--- src/hw/isq_pkg.sv ---
// Shared constants and types for the interleaved SAR sequencer
package isq_pkg;
   localparam int ISQ_SECTIONS = 16;
   localparam int ISQ_SAR_W = 9;
   localparam int ISQ_CODE_W = 8;
   localparam int ISQ_TRIM_ACC_W = 12;
   localparam int ISQ_TRIM_W = 8;
   localparam int ISQ_CAL_CNT_W = 14;
   localparam int ISQ_FIFO_DEPTH = 32;

   // Per-section frame phases, zero based (phase 0 is the first cycle)
   localparam logic [3:0] ISQ_PH_REF_ZERO = 4'h0;
   localparam logic [3:0] ISQ_PH_AUTO_ZERO = 4'h1;
   localparam logic [3:0] ISQ_PH_AUTO_CAL = 4'h2;
   localparam logic [3:0] ISQ_PH_SAMPLE = 4'h3;
   localparam logic [3:0] ISQ_PH_SAR_FIRST = 4'h4;
   localparam logic [3:0] ISQ_PH_SAR_BIT0 = 4'hc;
   localparam logic [3:0] ISQ_PH_SAR_LAST = 4'he;
   localparam logic [3:0] ISQ_PH_XFER = 4'hf;

   localparam logic [ISQ_SAR_W-1:0] ISQ_SAR_START = 9'h100;
   localparam logic [ISQ_SAR_W-1:0] ISQ_SAR_RST = 9'h000;
   localparam logic [ISQ_TRIM_ACC_W-1:0] ISQ_TRIM_RST = 12'h800;
   localparam logic [ISQ_TRIM_ACC_W-1:0] ISQ_TRIM_MAX = 12'hfff;
   localparam logic [ISQ_CODE_W-1:0] ISQ_CODE_FULL = 8'hff;
   localparam logic [3:0] ISQ_CNT_RST = 4'h0;
   localparam logic [1:0] ISQ_OE_SYNC_RST = 2'h3;
   localparam logic [ISQ_CAL_CNT_W-1:0] ISQ_CAL_CNT_RST = 14'h0000;
   localparam int ISQ_CAL_MIN_CYCLES = 10000;

   typedef enum logic [1:0] {
      ISQ_CALIBRATING = 2'b01,
      ISQ_RUNNING = 2'b10
   } isq_cal_st_t;

   typedef struct packed {
      logic overrange_flag;
      logic [ISQ_CODE_W-1:0] sample_code_bits;
   } isq_word_t;

   typedef struct packed {
      logic [3:0] cnt;
      logic [ISQ_SECTIONS-1:0][ISQ_SAR_W-1:0] sar;
      logic [ISQ_SECTIONS-1:0][ISQ_TRIM_ACC_W-1:0] az;
      logic [ISQ_SECTIONS-1:0][ISQ_TRIM_ACC_W-1:0] gc;
      logic [1:0] oe_sync;
      logic [ISQ_CAL_CNT_W-1:0] cal_cnt;
      isq_cal_st_t cal_st;
      isq_word_t out_word;
      logic out_valid;
   } isq_state_t;

   localparam isq_state_t ISQ_STATE_RST = '{
      cnt: ISQ_CNT_RST,
      sar: {ISQ_SECTIONS{ISQ_SAR_RST}},
      az: {ISQ_SECTIONS{ISQ_TRIM_RST}},
      gc: {ISQ_SECTIONS{ISQ_TRIM_RST}},
      oe_sync: ISQ_OE_SYNC_RST,
      cal_cnt: ISQ_CAL_CNT_RST,
      cal_st: ISQ_CALIBRATING,
      out_word: '0,
      out_valid: 1'b0
   };
endpackage : isq_pkg

--- src/hw/isq_sequencer.sv ---
// Interleaved SAR sequencer: phase generator, section logic, calibration loops, output mux and FIFO
`timescale 1ns/1ps
`default_nettype none

module isq_fifo #(
   parameter int WIDTH = 9,
   parameter int DEPTH = 32
) (
   input wire logic i_mclk,
   input wire logic i_nrst,
   input wire logic i_in_valid,
   output logic o_in_ready,
   input wire logic [WIDTH-1:0] i_in_data,
   output logic o_out_valid,
   input wire logic i_out_ready,
   output logic [WIDTH-1:0] o_out_data
);
   localparam int AW = $clog2(DEPTH);

   typedef struct packed {
      logic [DEPTH-1:0][WIDTH-1:0] mem;
      logic [AW:0] wp;
      logic [AW:0] rp;
   } isq_fifo_state_t;

   isq_fifo_state_t r;
   isq_fifo_state_t n;
   logic full;
   logic empty;

   assign empty = (r.wp == r.rp);
   assign full = (r.wp[AW] != r.rp[AW]) && (r.wp[AW-1:0] == r.rp[AW-1:0]);
   assign o_in_ready = !full;
   assign o_out_valid = !empty;
   assign o_out_data = r.mem[r.rp[AW-1:0]];

   always_comb begin
      n = r;
      if (i_in_valid && !full) begin
         n.mem[r.wp[AW-1:0]] = i_in_data;
         n.wp = r.wp + 1'b1;
      end
      if (i_out_ready && !empty) begin
         n.rp = r.rp + 1'b1;
      end
   end

   always_ff @(posedge i_mclk or negedge i_nrst) begin
      if (!i_nrst) begin
         r <= '0;
      end else begin
         r <= n;
      end
   end
endmodule : isq_fifo

module isq_sequencer
   import isq_pkg::*;
#(
   parameter int CAL_MIN_CYCLES = ISQ_CAL_MIN_CYCLES,
   parameter int FIFO_DEPTH = ISQ_FIFO_DEPTH
) (
   input wire logic i_mclk,
   input wire logic i_nrst,
   input wire logic [ISQ_SECTIONS-1:0] i_cmp,
   input wire logic i_output_enable_n,
   input wire logic i_word_ready,
   output logic [ISQ_SECTIONS-1:0] o_ref_zero,
   output logic [ISQ_SECTIONS-1:0] o_cal_ref,
   output logic [ISQ_SECTIONS-1:0] o_sample_gate,
   output logic [ISQ_SECTIONS-1:0][ISQ_SAR_W-1:0] o_dac_code,
   output logic [ISQ_SECTIONS-1:0][ISQ_TRIM_W-1:0] o_offset_trim,
   output logic [ISQ_SECTIONS-1:0][ISQ_TRIM_W-1:0] o_gain_trim,
   output logic [ISQ_CODE_W-1:0] o_sample_code_bits,
   output logic o_overrange_flag,
   output logic o_data_oe,
   output logic o_word_valid,
   output logic o_fifo_ready,
   output logic o_word_lost,
   output logic o_cal_done
);
   isq_state_t r;
   isq_state_t n;
   isq_word_t new_word;
   isq_word_t fifo_head;
   logic [3:0] xfer_sel;
   logic out_take;
   logic fifo_out_valid;
   logic fifo_in_ready;
   logic bypass;
   logic fifo_push;

   function automatic logic [3:0] sec_phase(input logic [3:0] cnt, input int sec);
      sec_phase = 4'(cnt - 4'(sec));
   endfunction : sec_phase

   // Comparator high means the level sits above the trim point, so step down
   function automatic logic [ISQ_TRIM_ACC_W-1:0] trim_step(input logic [ISQ_TRIM_ACC_W-1:0] acc,
                                                             input logic cmp);
      trim_step = acc;
      if (cmp && acc != '0) begin
         trim_step = acc - 1'b1;
      end else if (!cmp && acc != ISQ_TRIM_MAX) begin
         trim_step = acc + 1'b1;
      end
   endfunction : trim_step

   function automatic logic [ISQ_SAR_W-1:0] sar_step(input logic [ISQ_SAR_W-1:0] v, input logic [3:0] ph,
                                                      input logic cmp);
      logic [3:0] idx;
      idx = 4'(ISQ_PH_SAR_BIT0 - ph);
      sar_step = v;
      if (!cmp) begin
         sar_step[idx] = 1'b0;
      end
      if (idx != 4'h0) begin
         sar_step[idx - 4'h1] = 1'b1;
      end
   endfunction : sar_step

   function automatic isq_word_t correct(input logic [ISQ_SAR_W-1:0] v);
      correct.overrange_flag = v[ISQ_SAR_W-1];
      correct.sample_code_bits = v[ISQ_SAR_W-1] ? ISQ_CODE_FULL : v[ISQ_CODE_W-1:0];
   endfunction : correct

   // The section in phase 15 is one ahead of the counter
   assign xfer_sel = 4'(r.cnt - ISQ_PH_XFER);
   assign new_word = correct(r.sar[xfer_sel]);

   // Output register takes the FIFO head first; the FIFO is skipped only when empty
   assign out_take = !r.out_valid || i_word_ready;
   assign bypass = out_take && !fifo_out_valid;
   assign fifo_push = !bypass;
   assign o_word_lost = fifo_push && !fifo_in_ready;
   assign o_fifo_ready = fifo_in_ready;

   isq_fifo #(
      .WIDTH(ISQ_SAR_W),
      .DEPTH(FIFO_DEPTH)
   ) u_fifo (
      .i_mclk(i_mclk),
      .i_nrst(i_nrst),
      .i_in_valid(fifo_push),
      .o_in_ready(fifo_in_ready),
      .i_in_data(new_word),
      .o_out_valid(fifo_out_valid),
      .i_out_ready(out_take),
      .o_out_data(fifo_head)
   );

   always_comb begin
      logic [3:0] ph;
      ph = 4'h0;
      n = r;
      n.cnt = r.cnt + 4'h1;
      n.oe_sync = {r.oe_sync[0], i_output_enable_n};
      for (int s = 0; s < ISQ_SECTIONS; s++) begin
         ph = sec_phase(r.cnt, s);
         case (ph)
            ISQ_PH_AUTO_ZERO: n.az[s] = trim_step(r.az[s], i_cmp[s]);
            ISQ_PH_AUTO_CAL: n.gc[s] = trim_step(r.gc[s], i_cmp[s]);
            ISQ_PH_SAMPLE: n.sar[s] = ISQ_SAR_START;
            default: begin
               // Nine bits resolve in phases 4..12; 13 and 14 leave settling margin
               if (ph >= ISQ_PH_SAR_FIRST && ph <= ISQ_PH_SAR_BIT0) begin
                  n.sar[s] = sar_step(r.sar[s], ph, i_cmp[s]);
               end
            end
         endcase
      end
      case (r.cal_st)
         ISQ_CALIBRATING: begin
            n.cal_cnt = r.cal_cnt + 1'b1;
            if (r.cal_cnt == ISQ_CAL_CNT_W'(CAL_MIN_CYCLES - 1)) begin
               n.cal_st = ISQ_RUNNING;
            end
         end
         ISQ_RUNNING: n.cal_cnt = r.cal_cnt;
         default: n.cal_st = ISQ_CALIBRATING;
      endcase
      if (out_take) begin
         n.out_valid = 1'b1;
         n.out_word = fifo_out_valid ? fifo_head : new_word;
      end
   end

   always_ff @(posedge i_mclk or negedge i_nrst) begin
      if (!i_nrst) begin
         r <= ISQ_STATE_RST;
      end else begin
         r <= n;
      end
   end

   for (genvar g = 0; g < ISQ_SECTIONS; g++) begin : g_sec
      assign o_ref_zero[g] = (sec_phase(r.cnt, g) == ISQ_PH_REF_ZERO);
      assign o_cal_ref[g] = (sec_phase(r.cnt, g) == ISQ_PH_AUTO_CAL);
      assign o_sample_gate[g] = (sec_phase(r.cnt, g) == ISQ_PH_SAMPLE);
      assign o_dac_code[g] = r.sar[g];
      assign o_offset_trim[g] = r.az[g][ISQ_TRIM_ACC_W-1 -: ISQ_TRIM_W];
      assign o_gain_trim[g] = r.gc[g][ISQ_TRIM_ACC_W-1 -: ISQ_TRIM_W];
   end

   assign o_sample_code_bits = r.out_word.sample_code_bits;
   assign o_overrange_flag = r.out_word.overrange_flag;
   assign o_word_valid = r.out_valid;
   assign o_data_oe = !r.oe_sync[1];
   assign o_cal_done = (r.cal_st == ISQ_RUNNING);

   logic [4:0] up_cycles;
   always_ff @(posedge i_mclk or negedge i_nrst) begin
      if (!i_nrst) begin
         up_cycles <= 5'h00;
      end else if (up_cycles != 5'h1f) begin
         up_cycles <= up_cycles + 5'h01;
      end
   end
endmodule : isq_sequencer

`default_nettype wire

--- config.mk ---
export PLATFORM = sky130hd
export DESIGN_NAME = isq_sequencer
export DESIGN_NICKNAME = d
export VERILOG_FILES = /design/src/hw/isq_pkg.sv /design/src/hw/isq_sequencer.sv
export SDC_FILE = /design/constraint.sdc
export NUM_CORES = 2
export LEC_CHECK = 0
export BUFFER_PORTS_ARGS = -buffer_cell sky130_fd_sc_hd__buf_2
export CAP_MARGIN = 40
export CORE_AREA = 2 2 578 293
export CTS_CLUSTER_SIZE = 24
export DETAILED_ROUTE_END_ITERATION = 6
export DIE_AREA = 0 0 580 295
export HOLD_SLACK_MARGIN = 0.05
export PLACE_DENSITY_LB_ADDON = 0.25
export SETUP_SLACK_MARGIN = 0.2
export SYNTH_ARGS = -nofsm -noshare
export SYNTH_HDL_FRONTEND = slang
export SYNTH_SLANG_ARGS = --single-unit
--- constraint.sdc ---
create_clock -name i_mclk -period 4.5 [get_ports i_mclk]
set_input_delay 0.675 -clock i_mclk [delete_from_list [all_inputs] [get_ports i_mclk]]
set_output_delay 0.675 -clock i_mclk [all_outputs]
set_load 0.05 [all_outputs]
==> results.txt <==
Worst path slowest cell: ha_4
Synthesized-area fraction occupied by adder cells: 0.0847
Overall die height: 295 µm
Pre-antenna DRT Iters: 7
WS Path Type: flop to primary output
Sequential-to-total area share from yosys stat: 0.373
GR Overflow Total: 0
First-pass GRT wire length: 289000 µm
Final setup vio count: 0
Mux contribution to synthesized area: 0.161
Port Buffers: 481
Slowest stage delay, CP: 0.47 ns
Final instance area: 64000 µm²
Leakage: 0.0268 µW
Flop-to-flop setup slack: 0.77 ns
Most common cell in the netlist: dfrtp_1
Worst Path Arrival: 3.53 ns
# DRC: 0
Initial antenna violation count: 8
R2R depth: 9
Setup TNS Final: 0 ns
Synth warn: 0
Gr usage total: 0.223
CP Cell Sequence: buf_4 -> ha_4 -> buf_4 -> nand2_1 -> nor2_1 -> buf_2
Area contributors post-synth: dfrtp_1 (36%), mux2_2 (11%), ha_1 (7.4%), buf_4 (5.4%), xnor2_1 (4.8%)
FMAX: 238 MHz
XOR/XNOR share of the synthesized area: 0.0611
Async SR Flop Fraction: 1.00
Mapped Area: 57800 µm²
DP Cell Count: 7918
DR vias/cell: 5.55
Crit share post-route: 0.935
Outcome: complete, no violations
Starting density of the core: 0.348
Hold Startpoint: i_cmp[9]
Syn Area/Cell: 10.2 µm²
Final count of pins violating max slew: 0
Final wirelength: 195000 µm
Compound-gate portion of the synthesized area: 0.124
Vias in the first global route: 42500
Synth area leader: dfrtp_1
Yosys top cell area share: 0.357
Final Hold Vio Count: 0
Clock sink count: 860
Post-synth cell types: 78
Critical path's most frequent cell: buf_4
Clk buf depth: 3
CP required: 3.83 ns
Main synth FF type: dfrtp_1
Main combinational cell family by area after synthesis: multiplexers
CP Launch Type: flop
RSZ-0062 raised after global routing: true
Row cnt: 106
Minimum clock period: 4.21 ns
Max Cap Viol: 0
CP Capture Type: primary output
Worst r2r src: r[557]
Final worst slack: 0.293 ns
Die area: 171000 µm²
Max Clock Skew: 0.0321 ns
CTS tree: done
Worst vdd ir: 0.000367 V
Core footprint: 166000 µm²
Post-DR wirelength/cell: 24.1 µm
Layout cells sized above 1: 0.264
IO Count: 482
Simple-gate area share of the yosys netlist: 0.120
Most frequent cells after synthesis: dfrtp_1 (825), mux2_2 (543), o21ai_0 (420)
Number of synthesized flops with an enable pin: 0
Area growth, synth to finish: 10.8%
Slew @ Worst Pin: 0.988 ns
HP Class: input pin to flop
Nets: 6195
DRT antenna net count: 0
Hold endpoint: o_dac_code[89]
Hpwl dp: 149000 µm
# fillers: 16200
Max transition margin: 0.336
CTS Root Cell: clkbuf_16
Finished Layout Cells: 8099
Pin count of the biggest net entering global routing: 107
CTS buffer count: 92
Worst Path Max Fanout: 27
Reg-to-reg endpoint: o_dac_code[27]
Pre-CTS WS: 0.642 ns
Clock latency on the worst-skew pair: 0.71 ns
Die outline width: 580 µm
Vias: 44900
Mapped Nets: 6065
Worst-path clk slew: 0.06 ns
Number of synthesized register bits: 860
GP Congestion: 0.941
Initial drt markers: 4227
Tot Pwr: 43900 µW
Clock H-tree levels: 3
WHS Path Cells: 3
Dpl cell area: 60800 µm²
Post-synthesis cell count: 5673
Pwr per Cell Area: 685 nW/µm²
## stage by stage
| step | utilization | hold WS (ns) |
|---|---|---|
| 2_1_floorplan | - | 0.345 |
| 3_3_place_gp | 0.366 | 0.346 |
| 3_5_place_dp | 0.367 | 0.347 |
| 4_1_cts | 0.385 | 0.236 |
| 5_1_grt | 0.386 | 0.261 |
| 6_report | 0.386 | 0.321 |
## layout by cell type (no fill, tap or decap), types with 35 or more instances in the layout
| cell type | n |
|---|---|
| clkbuf_16 | 93 |
| mux4_2 | 119 |
| nand2_1 | 368 |
| mux2i_1 | 46 |
| a31oi_1 | 42 |
| nor3_1 | 67 |
| buf_2 | 472 |
| nor2b_1 | 83 |
| xnor2_1 | 312 |
| nand2b_1 | 80 |
| inv_1 | 142 |
| buf_4 | 131 |
| nand4_1 | 106 |
| ha_1 | 335 |
| o31ai_1 | 40 |
| mux2_2 | 543 |
| a21oi_1 | 317 |
| nand3_1 | 60 |
| o21a_1 | 35 |
| nor2_1 | 342 |
| xor2_1 | 72 |
| a211oi_1 | 61 |
| dfrtp_1 | 821 |
| nor4_1 | 153 |
| o21ai_0 | 419 |
| dfstp_2 | 35 |
| a21o_1 | 63 |
## metal layers
layer / share of wire / up-vias / track usage / wire length, µm
met4: 0.024 / 0 / 0.0515 / 4700
met3: 0.097 / 230 / 0.0690 / 18900
li1: - / 20700 / - / -
met2: 0.38 / 1658 / 0.289 / 73400
met5: 0 / - / 0 / 0
met1: 0.50 / 22400 / 0.351 / 97700
## worst max-delay path: cells and delay by family, from the launching register on
kind / cells / cell delay [ns]
fa+ha+maj: 1 / 0.47
buf+inv: 3 / 1.21
flops: 1 / 0.43
simple gates: 2 / 0.68
## cell type report
class	count	area, µm²	area share
clock inverters	38	418	0.00653
inverters	146	556	0.00868
diodes	4	10.0	0.000156
well taps	2214	2770	0.0433
repair buffers	636	3940	0.0615
clock buffers	134	2680	0.0419
multi-input cells	4067	32100	0.501
flip-flops and latches	860	21600	0.337
## flip-flops by register name (all words and copies together) (netlist names)
signal and flops:
u_fifo.r 300, n 1, r 149, o_sample_code_bits 8, o_offset_trim 128, o_gain_trim 128, o_word_valid 1, o_dac_code 144
o_overrange_flag 1
## logic make-up (layout without fill, tap and decap cells)
family                     count (synthesis)  in the layout
muxes                                    709            709
adders and majority gates                372            372
AOI/OAI and AO/OA                       1192           1192
xor gates and xnor gates                 396            396
buffers and inverters                    746            954
and+or+nand+nor                         1397           1397
other                                      1              5
DFF                                      860            860
## worst max-delay path by stage
stage,start,slack (ns),cells past startpoint,to
floorplan,r[556],0.48,12,o_ref_zero[0]
global placement,r[558],0.66,10,u_fifo.r[179]
detailed placement,i_cmp[11],0.64,11,o_offset_trim[94]
CTS,r[558],0.16,7,o_cal_ref[1]
global route,r[556],0.12,6,o_cal_ref[11]
finish,r[556],0.29,6,o_cal_ref[11]
## power by group
part	switching, µW	total (µW)	leakage [µW]	internal (µW)
combinational	12800	22000	0.0153	9170
clock	3610	8080	0.00151	4470
sequential	3110	13800	0.00999	10700
## timing repair
item / CTS / global route
setup buffers: 0 / 3
pin swaps: 0 / 1
setup endpoints to repair: 3 / 13
hold buffers: 2 / 0
endpoints found under the hold margin: 22 / 0
gates resized for setup: 4 / 9
(Power assumes the default switching activity.)
